**config.mk**
```make
export PLATFORM = sky130hd
export DESIGN_NAME = bmss_top
export DESIGN_NICKNAME = d
export VERILOG_FILES = /design/src/bmss_pkg.sv /design/src/bmss_mode_latch.sv /design/src/bmss_nac_timer.sv /design/src/bmss_top.sv
export SDC_FILE = /design/constraint.sdc
export NUM_CORES = 1
export LEC_CHECK = 0
export ABC_AREA = 1
export BUFFER_PORTS_ARGS = -buffer_cell sky130_fd_sc_hd__buf_2
export CAP_MARGIN = 20
export CORE_MARGIN = 4
export CORE_UTILIZATION = 35
export CTS_BUF_LIST = sky130_fd_sc_hd__clkbuf_16
export DETAILED_ROUTE_END_ITERATION = 16
export GPL_TIMING_DRIVEN = 0
export SLEW_MARGIN = 30
export SYNTH_ARGS = -nofsm -noshare
export SYNTH_HDL_FRONTEND = slang
export SYNTH_SLANG_ARGS = --single-unit
```
**constraint.sdc**
```tcl
create_clock -name clk -period 2 [get_ports clk]
set_clock_uncertainty 0.1 [all_clocks]
set_input_delay 0.3 -clock clk [delete_from_list [all_inputs] [get_ports clk]]
set_output_delay 0.3 -clock clk [all_outputs]
set_load 0.02 [all_outputs]
```
**src/bmss_pkg.sv**
```systemverilog
package bmss_pkg;

    // Boot modes
    typedef enum logic [1:0] {
        BMSS_MODE_USER_LOADER,
        BMSS_MODE_DEBUG,
        BMSS_MODE_RESERVED
    } bmss_mode_e;

    // Reset classes presented by the reset controller
    typedef enum logic [1:0] {
        BMSS_RST_COLD,
        BMSS_RST_WARM,
        BMSS_RST_HOT,
        BMSS_RST_NONE
    } bmss_rst_e;

    // Nonvolatile memory layout
    localparam logic [31:0] BMSS_ADDR_STARTUP    = 32'h0000_0000;
    localparam logic [31:0] BMSS_ADDR_USER_NVM   = 32'h1100_0000;
    localparam logic [31:0] BMSS_ADDR_RESET_VEC  = 32'h1100_0004;
    localparam logic [31:0] BMSS_VEC_ERASED      = 32'hffff_ffff;

    // No-activity count encodings
    localparam logic [7:0]  BMSS_NAC_ZERO        = 8'h00;
    localparam logic [7:0]  BMSS_NAC_MIN         = 8'h02;
    localparam logic [7:0]  BMSS_NAC_MAX         = 8'h1c;
    localparam logic [7:0]  BMSS_NAC_FOREVER     = 8'hff;

    // NAC granularity: 5 ms per count
    localparam int          BMSS_CLK_MHZ         = 100;
    localparam int          BMSS_NAC_STEP_US     = 5000;
    localparam int          BMSS_NAC_STEP_CYC    = BMSS_NAC_STEP_US * BMSS_CLK_MHZ;
    localparam int          BMSS_STEP_W          = 20;

    // Configuration read from the configuration sector
    typedef struct packed {
        logic        ram_mode_full;
        logic        data_linear;
        logic [7:0]  nac;
        logic        nac_ecc_err;
        logic [15:0] trim;
    } bmss_cfg_s;

    // One-cycle step request to the init engines, one bit per step
    typedef struct packed {
        logic wdt_off;
        logic ram_test;
        logic ram_clear;
        logic map_init;
        logic trim_load;
        logic pll_switch;
    } bmss_step_s;

endpackage

```
**src/bmss_mode_latch.sv**
```systemverilog
`timescale 1ns/1ps
`default_nettype none
module bmss_mode_latch
    import bmss_pkg::*;
(
    // Clock and reset
    input  wire logic       clk,
    input  wire logic       rstn,
    // Pins
    input  wire logic       mode_data_pin,
    input  wire logic       mode_clock_pin,
    // Result
    output bmss_mode_e      mode,
    output logic            mode_valid
);

    logic       taken_r;
    logic       taken_nxt;
    bmss_mode_e mode_r;
    bmss_mode_e mode_nxt;

    // Caught on the first edge after reset release, then frozen
    always_comb begin
        taken_nxt = 1'b1;
        mode_nxt  = mode_r;
        if (!taken_r) begin
            if (!mode_data_pin) begin
                mode_nxt = BMSS_MODE_USER_LOADER;
            end else if (mode_clock_pin) begin
                mode_nxt = BMSS_MODE_DEBUG;
            end else begin
                mode_nxt = BMSS_MODE_RESERVED;
            end
        end
    end

    always_ff @(posedge clk or negedge rstn) begin
        if (!rstn) begin
            taken_r <= 1'b0;
            mode_r  <= BMSS_MODE_USER_LOADER;
        end else begin
            taken_r <= taken_nxt;
            mode_r  <= mode_nxt;
        end
    end

    assign mode       = mode_r;
    assign mode_valid = taken_r;

    a_mode_frozen: assert property (@(posedge clk) disable iff (!rstn)
        taken_r |=> mode_r == $past(mode_r))
        else $error("boot mode changed after capture");

endmodule
`default_nettype wire

```
**src/bmss_nac_timer.sv**
```systemverilog
`timescale 1ns/1ps
`default_nettype none
module bmss_nac_timer
    import bmss_pkg::*;
#(
    parameter int STEP_CYC = BMSS_NAC_STEP_CYC
) (
    // Clock and reset
    input  wire logic       clk,
    input  wire logic       rstn,
    // Control
    input  wire logic       start,
    input  wire logic       stop,
    input  wire logic [7:0] count,
    // Status
    output logic            expired
);

    logic [BMSS_STEP_W-1:0] step_r;
    logic [BMSS_STEP_W-1:0] step_nxt;
    logic [7:0]             left_r;
    logic [7:0]             left_nxt;
    logic                   run_r;
    logic                   run_nxt;
    logic                   exp_r;
    logic                   exp_nxt;

    always_comb begin
        step_nxt = step_r;
        left_nxt = left_r;
        run_nxt  = run_r;
        exp_nxt  = exp_r;
        if (start) begin
            step_nxt = '0;
            left_nxt = count;
            run_nxt  = (count != BMSS_NAC_ZERO);
            exp_nxt  = (count == BMSS_NAC_ZERO);
        end else if (stop) begin
            run_nxt = 1'b0;
        end else if (run_r) begin
            if (step_r == BMSS_STEP_W'(STEP_CYC - 1)) begin
                step_nxt = '0;
                left_nxt = left_r - 8'h01;
                if (left_r == 8'h01) begin
                    run_nxt = 1'b0;
                    exp_nxt = 1'b1;
                end
            end else begin
                step_nxt = step_r + BMSS_STEP_W'(1);
            end
        end
    end

    always_ff @(posedge clk or negedge rstn) begin
        if (!rstn) begin
            step_r <= '0;
            left_r <= 8'h00;
            run_r  <= 1'b0;
            exp_r  <= 1'b0;
        end else begin
            step_r <= step_nxt;
            left_r <= left_nxt;
            run_r  <= run_nxt;
            exp_r  <= exp_nxt;
        end
    end

    assign expired = exp_r;

endmodule
`default_nettype wire

```
**src/bmss_top.sv**
```systemverilog
// Operation
// - Boot-mode pins are caught at reset release and pick the mode.
// - Data pin low gives user/loader; both high give debug; rest reserved.
// - An erased reset vector sends the device to sleep.
// - User/loader mode without a finished download enters user only with a programmed vector and a valid no-activity count.
// - An invalid no-activity count waits for the loader with no timeout.
// - User entry sets vector table to user memory and branches to vector.
// - Reset type is checked first, before any initialization step.
// - Steps depend on boot mode; hot reset skips some.
// - RAM self-test, then RAM clear, range set by RAM mode.
// - Map-RAM init with repair only in linear data mode.
// - Load analog trimming, then switch system clock to PLL.
// - After clock setup start the no-activity timer.
// - Debug mode finishes init, waits for debugger sync, then starts user code.
// - User and debug entry leave identical RAM and register state, watchdog aside.
// - Debug mode keeps the primary watchdog off except in the error loop.
// - Startup runs from address zero after every reset.
// - Step parameters come from the configuration sector.
// - No-activity count zero enters user mode at once.
`timescale 1ns/1ps
`default_nettype none
module bmss_top
    import bmss_pkg::*;
#(
    parameter int NAC_STEP_CYC = BMSS_NAC_STEP_CYC
) (
    // Clock and reset
    input  wire logic        clk,
    input  wire logic        rstn,
    // Boot-mode pins
    input  wire logic        mode_data_pin,
    input  wire logic        mode_clock_pin,
    // Reset class and configuration sector
    input  wire bmss_rst_e   rst_type,
    input  wire logic        cfg_valid,
    input  wire bmss_cfg_s   cfg,
    input  wire logic [31:0] reset_vec,
    input  wire logic        init_fail,
    // Init engines
    output bmss_step_s       step_go,
    input  wire logic        step_done,
    output logic             ram_full_range,
    output logic [15:0]      trim_val,
    // Loader link and debugger
    input  wire logic        loader_active,
    input  wire logic        loader_done,
    input  wire logic        dbg_synced,
    // Results
    output logic             primary_watchdog_en,
    output logic [31:0]      fetch_addr,
    output logic [31:0]      vtor,
    output logic [31:0]      branch_addr,
    output logic             user_start,
    output logic             sleep_req,
    output logic             error_loop,
    output logic             loader_wait
);

    typedef enum logic [3:0] {
        S_RTYPE, S_MODE, S_WDT, S_RAMT, S_RAMC, S_MAP, S_TRIM, S_PLL,
        S_NAC, S_LOADER, S_DBG, S_USER, S_SLEEP, S_ERR
    } bmss_state_e;

    bmss_mode_e  mode;
    logic        mode_valid;
    logic        nac_expired;

    bmss_state_e st_r, st_nxt;
    logic        hot_r, hot_nxt;
    bmss_step_s  go_r, go_nxt;
    logic        busy_r, busy_nxt;
    logic        wdt_r, wdt_nxt;
    logic [31:0] fetch_r, fetch_nxt;
    logic [31:0] vtor_r, vtor_nxt;
    logic [31:0] br_r, br_nxt;
    logic        user_r, user_nxt;
    logic        sleep_r, sleep_nxt;
    logic        err_r, err_nxt;
    logic        lw_r, lw_nxt;
    logic        ramf_r, ramf_nxt;
    logic [15:0] trim_r, trim_nxt;
    logic        nac_start;
    logic        nac_ok;
    logic        vec_ok;

    bmss_mode_latch u_mode (
        .clk            (clk),
        .rstn           (rstn),
        .mode_data_pin  (mode_data_pin),
        .mode_clock_pin (mode_clock_pin),
        .mode           (mode),
        .mode_valid     (mode_valid)
    );

    bmss_nac_timer #(
        .STEP_CYC (NAC_STEP_CYC)
    ) u_nac (
        .clk     (clk),
        .rstn    (rstn),
        .start   (nac_start),
        .stop    (loader_active),
        .count   (cfg.nac),
        .expired (nac_expired)
    );

    // Valid NAC: no ECC error, and zero or within the timed range
    assign nac_ok = !cfg.nac_ecc_err &&
                    ((cfg.nac == BMSS_NAC_ZERO) ||
                     (cfg.nac >= BMSS_NAC_MIN && cfg.nac <= BMSS_NAC_MAX));
    assign vec_ok = (reset_vec != BMSS_VEC_ERASED);
    assign nac_start = (st_r == S_PLL) && busy_r && step_done;

    always_comb begin
        st_nxt    = st_r;
        hot_nxt   = hot_r;
        go_nxt    = '0;
        busy_nxt  = busy_r;
        wdt_nxt   = wdt_r;
        fetch_nxt = fetch_r;
        vtor_nxt  = vtor_r;
        br_nxt    = br_r;
        user_nxt  = 1'b0;
        sleep_nxt = sleep_r;
        err_nxt   = err_r;
        lw_nxt    = lw_r;
        ramf_nxt  = ramf_r;
        trim_nxt  = trim_r;
        unique case (st_r)
            S_RTYPE: begin
                // Reset class first, nothing else yet
                if (rst_type != BMSS_RST_NONE) begin
                    hot_nxt = (rst_type == BMSS_RST_HOT);
                    st_nxt  = S_MODE;
                end
            end
            S_MODE: begin
                // Waits for pins and configuration sector
                if (mode_valid && cfg_valid) begin
                    fetch_nxt = BMSS_ADDR_RESET_VEC;
                    ramf_nxt  = cfg.ram_mode_full;
                    trim_nxt  = cfg.trim;
                    if (mode == BMSS_MODE_RESERVED) begin
                        st_nxt = S_ERR;
                    end else begin
                        st_nxt = S_WDT;
                    end
                end
            end
            S_WDT: begin
                // Debug keeps watchdog off so a stalled core is not reset
                if (mode == BMSS_MODE_DEBUG) begin
                    wdt_nxt           = 1'b0;
                    go_nxt.wdt_off    = 1'b1;
                end
                st_nxt = hot_r ? S_TRIM : S_RAMT;
            end
            S_RAMT, S_RAMC, S_MAP, S_TRIM, S_PLL: begin
                if (!busy_r) begin
                    busy_nxt = 1'b1;
                    unique case (st_r)
                        S_RAMT: go_nxt.ram_test  = 1'b1;
                        S_RAMC: go_nxt.ram_clear = 1'b1;
                        S_MAP:  go_nxt.map_init  = 1'b1;
                        S_TRIM: go_nxt.trim_load = 1'b1;
                        default: go_nxt.pll_switch = !hot_r;
                    endcase
                end else if (init_fail) begin
                    busy_nxt = 1'b0;
                    st_nxt   = S_ERR;
                end else if (step_done) begin
                    busy_nxt = 1'b0;
                    // Fixed order of steps
                    unique case (st_r)
                        S_RAMT: st_nxt = S_RAMC;
                        S_RAMC: st_nxt = cfg.data_linear ? S_MAP : S_TRIM;
                        S_MAP:  st_nxt = S_TRIM;
                        S_TRIM: st_nxt = S_PLL;
                        default: st_nxt = S_NAC;
                    endcase
                end
            end
            S_NAC: begin
                if (mode == BMSS_MODE_DEBUG) begin
                    st_nxt = S_DBG;
                end else if (!vec_ok) begin
                    sleep_nxt = 1'b1;
                    st_nxt    = S_SLEEP;
                end else if (!nac_ok) begin
                    lw_nxt  = 1'b1;
                    st_nxt  = S_LOADER;
                end else if (cfg.nac == BMSS_NAC_ZERO) begin
                    st_nxt = S_USER;
                end else begin
                    lw_nxt = 1'b1;
                    st_nxt = S_LOADER;
                end
            end
            S_LOADER: begin
                // Invalid count never times out
                if (loader_done && vec_ok) begin
                    lw_nxt = 1'b0;
                    st_nxt = S_USER;
                end else if (nac_ok && nac_expired && !loader_active) begin
                    lw_nxt = 1'b0;
                    st_nxt = S_USER;
                end
            end
            S_DBG: begin
                if (dbg_synced) begin
                    st_nxt = vec_ok ? S_USER : S_SLEEP;
                    sleep_nxt = !vec_ok;
                end
            end
            S_USER: begin
                // Same entry path for both modes keeps state identical
                if (!user_r && vtor_r != BMSS_ADDR_USER_NVM) begin
                    vtor_nxt = BMSS_ADDR_USER_NVM;
                    br_nxt   = reset_vec;
                    user_nxt = 1'b1;
                end
            end
            S_SLEEP: begin
                sleep_nxt = 1'b1;
            end
            S_ERR: begin
                err_nxt = 1'b1;
                wdt_nxt = 1'b1;
            end
            default: begin
                st_nxt = S_ERR;
            end
        endcase
    end

    always_ff @(posedge clk or negedge rstn) begin
        if (!rstn) begin
            st_r    <= S_RTYPE;
            hot_r   <= 1'b0;
            go_r    <= '0;
            busy_r  <= 1'b0;
            wdt_r   <= 1'b1;
            fetch_r <= BMSS_ADDR_STARTUP;
            vtor_r  <= BMSS_ADDR_STARTUP;
            br_r    <= BMSS_ADDR_STARTUP;
            user_r  <= 1'b0;
            sleep_r <= 1'b0;
            err_r   <= 1'b0;
            lw_r    <= 1'b0;
            ramf_r  <= 1'b0;
            trim_r  <= 16'h0000;
        end else begin
            st_r    <= st_nxt;
            hot_r   <= hot_nxt;
            go_r    <= go_nxt;
            busy_r  <= busy_nxt;
            wdt_r   <= wdt_nxt;
            fetch_r <= fetch_nxt;
            vtor_r  <= vtor_nxt;
            br_r    <= br_nxt;
            user_r  <= user_nxt;
            sleep_r <= sleep_nxt;
            err_r   <= err_nxt;
            lw_r    <= lw_nxt;
            ramf_r  <= ramf_nxt;
            trim_r  <= trim_nxt;
        end
    end

    assign step_go             = go_r;
    assign ram_full_range      = ramf_r;
    assign trim_val            = trim_r;
    assign primary_watchdog_en = wdt_r;
    assign fetch_addr          = fetch_r;
    assign vtor                = vtor_r;
    assign branch_addr         = br_r;
    assign user_start          = user_r;
    assign sleep_req           = sleep_r;
    assign error_loop          = err_r;
    assign loader_wait         = lw_r;

    a_rtype_first: assert property (@(posedge clk) disable iff (!rstn)
        (st_r == S_RTYPE) |-> go_r == '0)
        else $error("init step before reset type");
    a_erased_sleeps: assert property (@(posedge clk) disable iff (!rstn)
        (st_r == S_NAC && mode != BMSS_MODE_DEBUG && !vec_ok) |=> sleep_r)
        else $error("erased vector did not sleep");
    a_user_vector: assert property (@(posedge clk) disable iff (!rstn)
        user_r |-> vtor_r == BMSS_ADDR_USER_NVM && br_r != BMSS_VEC_ERASED)
        else $error("bad user entry vector");
    a_nac_zero: assert property (@(posedge clk) disable iff (!rstn)
        (st_r == S_NAC && mode == BMSS_MODE_USER_LOADER && vec_ok && nac_ok &&
         cfg.nac == BMSS_NAC_ZERO) |=> ##1 user_r)
        else $error("zero count did not enter user mode");
    a_invalid_waits: assert property (@(posedge clk) disable iff (!rstn)
        (st_r == S_LOADER && !nac_ok && !loader_done) |=> st_r == S_LOADER)
        else $error("loader wait timed out");
    a_dbg_wdt_off: assert property (@(posedge clk) disable iff (!rstn)
        (mode == BMSS_MODE_DEBUG && st_r == S_DBG) |-> !wdt_r)
        else $error("watchdog on in debug");
    a_ram_order: assert property (@(posedge clk) disable iff (!rstn)
        (st_r == S_RAMT && busy_r && step_done && !init_fail) |=> st_r == S_RAMC)
        else $error("ram clear not after test");
    a_map_linear: assert property (@(posedge clk) disable iff (!rstn)
        go_r.map_init |-> cfg.data_linear)
        else $error("map init outside linear mode");
    a_dbg_sync: assert property (@(posedge clk) disable iff (!rstn)
        (st_r == S_DBG && !dbg_synced) |=> !user_r && st_r == S_DBG)
        else $error("debug start before sync");

endmodule
`default_nettype wire

```
[Word-level counts from Yosys, hierarchy flattened]
Cells that the tools add are included.
Operators by class
  $add $sub $neg: 2
  magnitude comparators: 2
  equality and inequality tests: 33
  muxes and demuxes: 65
  bitwise operators: 1
  reductions and logical operators: 37
Operators by type and width (number)
  20-bit two-way mux: 4
  4-bit two-way mux: 9
  1-bit two-way mux: 32
  8-bit two-way mux: 4
  32-bit != test (second input constant): 1
  4-bit case mux with 8 select lines: 1
  4-bit == test (second input constant): 6
  20-bit by 1-bit adder with 20-bit output (second input constant): 1
  20-bit by 19-bit == test with 1-bit output (second input constant): 1
  2-bit != test (second input constant): 10
  4-bit by 3-bit == test with 1-bit output (second input constant): 4
  4-bit case mux with 4 select lines: 1
  3-bit two-way mux: 4
  2-bit two-way mux: 5
  5-bit two-way mux: 2
  2-bit AND reduction: 5
  2-bit nonzero test: 5
  1-bit logical AND: 9
  3-bit != test (second input constant): 3
  4-bit by 2-bit == test with 1-bit output (second input constant): 2
  8-bit by 1-bit == test with 1-bit output (second input constant): 1
  8-bit by 2-bit >= comparator with 1-bit output (second input constant): 1
  8-bit by 5-bit <= comparator with 1-bit output (second input constant): 1
  8-bit zero test: 1
  other kinds (20): 27
Storage, ports and cells
  flip-flop bits (word level): 101
  input bits: 71
  output and inout bits: 124
  word-level logic and storage cells: 165

[Longest topological paths before layout]
  depth after elaboration: 9
  depth in mapped cells: 12
  mapped depth without buffers: 12

[Modules after synthesis]
Synthesis repeated with hierarchy kept, for this count alone.
Second synthesis, totals
  cell total of the unflattened synthesis: 733
  area total of the unflattened synthesis: 5616.6 um^2
Modules (own cells, without submodules)
  bmss_top: instances 1, cells each 447, area an instance 3604.7 um^2, seq. area each 1702.9 um^2
  bmss_nac_timer: instances 1, cells each 274, area an instance 1895.6 um^2, seq. area each 750.7 um^2
  bmss_mode_latch: instances 1, cells each 12, area an instance 116.4 um^2, seq. area each 75.1 um^2

[Worst setup path after synthesis]
Ideal clock, no wire load.
  path type: register -> register
  from: register st_r[3]
  to: register trim_r[13] (netlist: trim_val[13])
  library setup time: 125 ps
  arrival: 1398 ps
  required time: 1775 ps
  path slack: 377 ps
  stages on the path, launching flop included: 7
  path buffers: 1
  period minus slack after synthesis: 1623 ps
  cells stage by stage: dfrtp_1 nor2_1 inv_2 nor2_4 nand3_4 buf_6 mux2_4
Between the ends
  cells in the longest elaborated chain, start to end: 2
Ends and longest elaborated chain
  from (decl): line bmss_top.sv:68  | bmss_state_e st_r, st_nxt;
  from (signal assigned): line bmss_top.sv:252  | st_r <= st_nxt;
  4-bit by 1-bit == test with 1-bit output: line bmss_top.sv:128  | unique case (st_r)
  2-bit AND reduction (no line)
  to (signal assigned): line bmss_top.sv:265  | trim_r <= trim_nxt;
  to (decl): line bmss_top.sv:81  | logic [15:0] trim_r, trim_nxt;
No other way between the ends.
A chain may end at the register's enable or synchronous reset.

[Final worst setup path]
  from: register u_nac.step_r[0]
  to: register u_nac.run_r
Between the ends
  cells in the longest elaborated chain, start to end: 5
Ends and longest elaborated chain
  from (decl): line bmss_nac_timer.sv:19  | logic [BMSS_STEP_W-1:0] step_r;
  from (signal assigned): line bmss_nac_timer.sv:61  | step_r <= step_nxt;
  20-bit by 19-bit == test with 1-bit output: line bmss_nac_timer.sv:41  | if (step_r == BMSS_STEP_W'(STEP_CYC - 1)) begin
  1-bit two-way mux: line bmss_nac_timer.sv:41
  1-bit two-way mux: line bmss_nac_timer.sv:40  | end else if (run_r) begin
  1-bit two-way mux: line bmss_nac_timer.sv:38  | end else if (stop) begin
  1-bit two-way mux: line bmss_nac_timer.sv:33  | if (start) begin
  named net u_nac.run_nxt: line bmss_nac_timer.sv:24  | logic run_nxt;
  to (signal assigned): line bmss_nac_timer.sv:63  | run_r <= run_nxt;
  to (decl): line bmss_nac_timer.sv:23  | logic run_r;
The timed path passes the listed nets, and every way through them passes these cells.

==> results_dict.tcl <==
set metrics [dict create \
    async_reset_ff_frac 1.000 \
    ys_types 36 \
    cts_sinks 101 \
    drive_gt1_frac 0.2952 \
    cts_tree "yes" \
    final_core_util 0.4590 \
    drt_iter0_markers 151 \
    fin_crit_sh 0.9172 \
    synthCells 696 \
    period_minus_slack_ns 1.834 \
    vdd_drop_max_v 0.0007926 \
    grt_pass1_wl_um 22560 \
    route.detailed.drc 0 \
    setup_viol 0 \
    syn_area_um2 5537 \
    slew_viol_final 0 \
    cts_buffers 9 \
    io_buffers 135 \
    p_per_area_nw_per_um2 925.4 \
    ys_ff_latch 101 \
    io_pins 195 \
    critPathMaxFanout 4 \
    yosysWarnings 0 \
    dr.pass1.iters 4 \
    synth_compound_area_frac 0.05040 \
    clk_pin_slew_ns 0.08 \
    wl_um 13460 \
    place_area_um2 6728 \
    path_cells "ha_2 > nand3_2 > nor2_2 > nand4_1 > nand2_2 > buf_4 > nor2_1 > or2_2" \
    grt_pass1_vias 4720 \
    ys_seq_area_frac 0.4567 \
    worstSetupPathType "flop to flop" \
    synth_mux_area_frac 0.03661 \
    hold_class "primary input to flop" \
    viasPerCell 4.275 \
    relSlewSlack 0.6407 \
    gp_congestion 0.9115 \
    crit_slowest_cell "dfrtp_1" \
    hold_violations 0 \
    fp.dieH_um 133.8 \
    outcome "finished, final reports clean" \
    critPathBufInv 1 \
    vias 4784 \
    htree_levels 3 \
    max_freq_mhz 545.2 \
    dieArea_um2 17890 \
    maxCapViolCount 0 \
    max_stage_delay_ns 0.37 \
    start_util 0.3602 \
    cts_root_buffer "clkbuf_16" \
    diodes 0 \
    track_usage 0.1531 \
    cp-start-kind "flop" \
    rows 45 \
    avgSynthCellArea_um2 7.955 \
    core-area_um2 15370 \
    grt_max_degree 57 \
    cp.arrival_ns 1.97 \
    post_drt_wl_per_cell_um 12.03 \
    worst_setup_path_end_kind "flop" \
    required_ns 2.13 \
    synthAdderAreaFrac 0.006780 \
    grt_overflow_total 0 \
    antenna_found_initial 2 \
    synthSimpleGateAreaFrac 0.2836 \
    synth_edf_count 0 \
    die_w_um 133.8 \
    nets 978 \
    synthXorXnorAreaFrac 0.01740 \
    synth_top_family_by_area "simple AND/OR/NAND/NOR gates" \
    worstSkewPairLatency_ns 0.35 \
    cts_max_path_buffers 2 \
    ant_nets 0 \
    p_leak_uw 0.003966 \
    cp_top_family "simple AND/OR/NAND/NOR gates" \
    synthToLayoutAreaGrowth_pct 27.44 \
    max_slew.worst_pin.slew_ns 0.5390 \
    dp_hpwl_um 10530 \
    synth-main-ff-cell "dfrtp_1" \
    stdcell_area_um2 7056 \
]
## cell families after synthesis
logic type	after synthesis
buffers and inverters	137
AO/OA/AOI/OAI	52
AND/OR/NAND/NOR	373
flip-flops	101
multiplexers	17
other	2
XOR/XNOR	11
adder cells (fa/ha/maj)	3
## cell usage after synthesis, types with 2 or more instances
library cell	number	share of area
ha_1	3	0.0068
nand4_1	5	0.0056
mux2_2	14	0.028
inv_2	6	0.0041
nand3b_1	4	0.0054
a31oi_1	3	0.0034
conb_1	2	0.0014
nor3_1	20	0.018
o21a_1	3	0.0041
nand2_2	2	0.0023
inv_1	55	0.037
o21ai_0	26	0.024
nor2_4	2	0.0041
nand2_1	232	0.16
nor2_1	65	0.044
or2_2	2	0.0023
xor2_1	11	0.017
and3_1	2	0.0023
a21oi_1	16	0.014
nand3_1	34	0.031
buf_4	67	0.091
dfrtp_1	100	0.45
o22ai_1	2	0.0023
mux2_4	3	0.0081
buf_6	6	0.012
## routing by layer
metal | vias up | part of all wire | GRT usage
li1 | 2478 | - | -
met1 | 2139 | 0.44 | 0.1952
met2 | 149 | 0.46 | 0.2471
met3 | 14 | 0.086 | 0.05626
met4 | 4 | 0.010 | 0.04000
met5 | - | 0.0016 | 0
## worst register-to-register path: cells and delay by family, from the launching register on
kind	cells	cell delay, ns
adders and majority gates	1	0.21
DFF	1	0.37
and+or+nand+nor	6	0.91
buffers and inverters	1	0.13
## timing repair
| action | CTS | global route |
|---|---|---|
| setup buffers | 0 | 2 |
| hold buffers | 1 | 0 |
| setup endpoints to repair | 0 | 20 |
| endpoints found under the hold margin | 54 | 0 |
| resized for setup | 0 | 7 |
## final cells by class
type / instances / area (um2)
timing repair buffer: 139 / 734.5
tap: 211 / 264.0
multi-input combinational: 516 / 2424
fill: 1600 / 8315
sequential: 101 / 2529
buffer: 75 / 584.3
inverter: 62 / 235.2
clock buffer: 9 / 225.2
clock inverter: 6 / 60.06
## power by group
group,switching (uW),internal (uW)
logic,1410,732
clock network,826,864
registers,259,2440
total,2490,4030
## flip-flops by register name (all words and copies together) (netlist names), 2 cells and up
signal	cells
branch_addr	32
st_r	4
step_go	6
trim_val	16
u_mode.mode	2
u_nac.left_r	8
u_nac.step_r	20
## cell usage in the layout (no fill, tap or decap), types with 2 or more instances in the layout
cell / n
mux2_2: 14
inv_6: 2
o21a_1: 3
a21oi_1: 16
nor3_1: 20
clkbuf_16: 9
mux2_4: 3
nand3_1: 33
inv_1: 55
buf_6: 8
inv_2: 6
xor2_1: 11
o22ai_1: 2
nand4_1: 5
conb_1: 60
o21ai_0: 26
nor2_4: 2
nand2_1: 232
or2_2: 2
ha_1: 2
nor2_2: 3
a31oi_1: 3
buf_4: 68
and3_1: 2
buf_2: 135
dfrtp_1: 100
clkinv_4: 3
nand2_2: 2
nand3b_1: 4
nor2_1: 63
## path summary, 6_finish.rpt
| check | endpoint | cells past startpoint | slack, ns | from |
|---|---|---|---|---|
| max reg2reg | u_nac.run_r | 8 | 0.17 | u_nac.step_r[0] |
| min in group asynchronous | trim_val[2] | 2 | 0.39 | rstn |
| max in group asynchronous | u_nac.step_r[10] | 3 | 0.78 | rstn |
| min | branch_addr[17] | 3 | 0.06 | reset_vec[17] |
| min reg2reg | u_nac.step_r[4] | 1 | 0.35 | u_nac.run_r |
| max | u_nac.run_r | 8 | 0.17 | u_nac.step_r[0] |
## per-stage QoR
stage	TNS [ns]	power, uW	hold WS, ns	instances	setup slack [ns]
floorplan	0	4129	-0.09559	754	0.3771
global placement	-68.05	4866	0.3418	1100	-0.6874
detailed placement	0	4885	0.2145	1101	0.08316
CTS	0	6634	0.03929	1117	0.05977
global route	-0.02023	7025	0.04680	1119	-0.008084
finish	0	6529	0.05720	1119	0.1657
(Power assumes the default switching activity.)
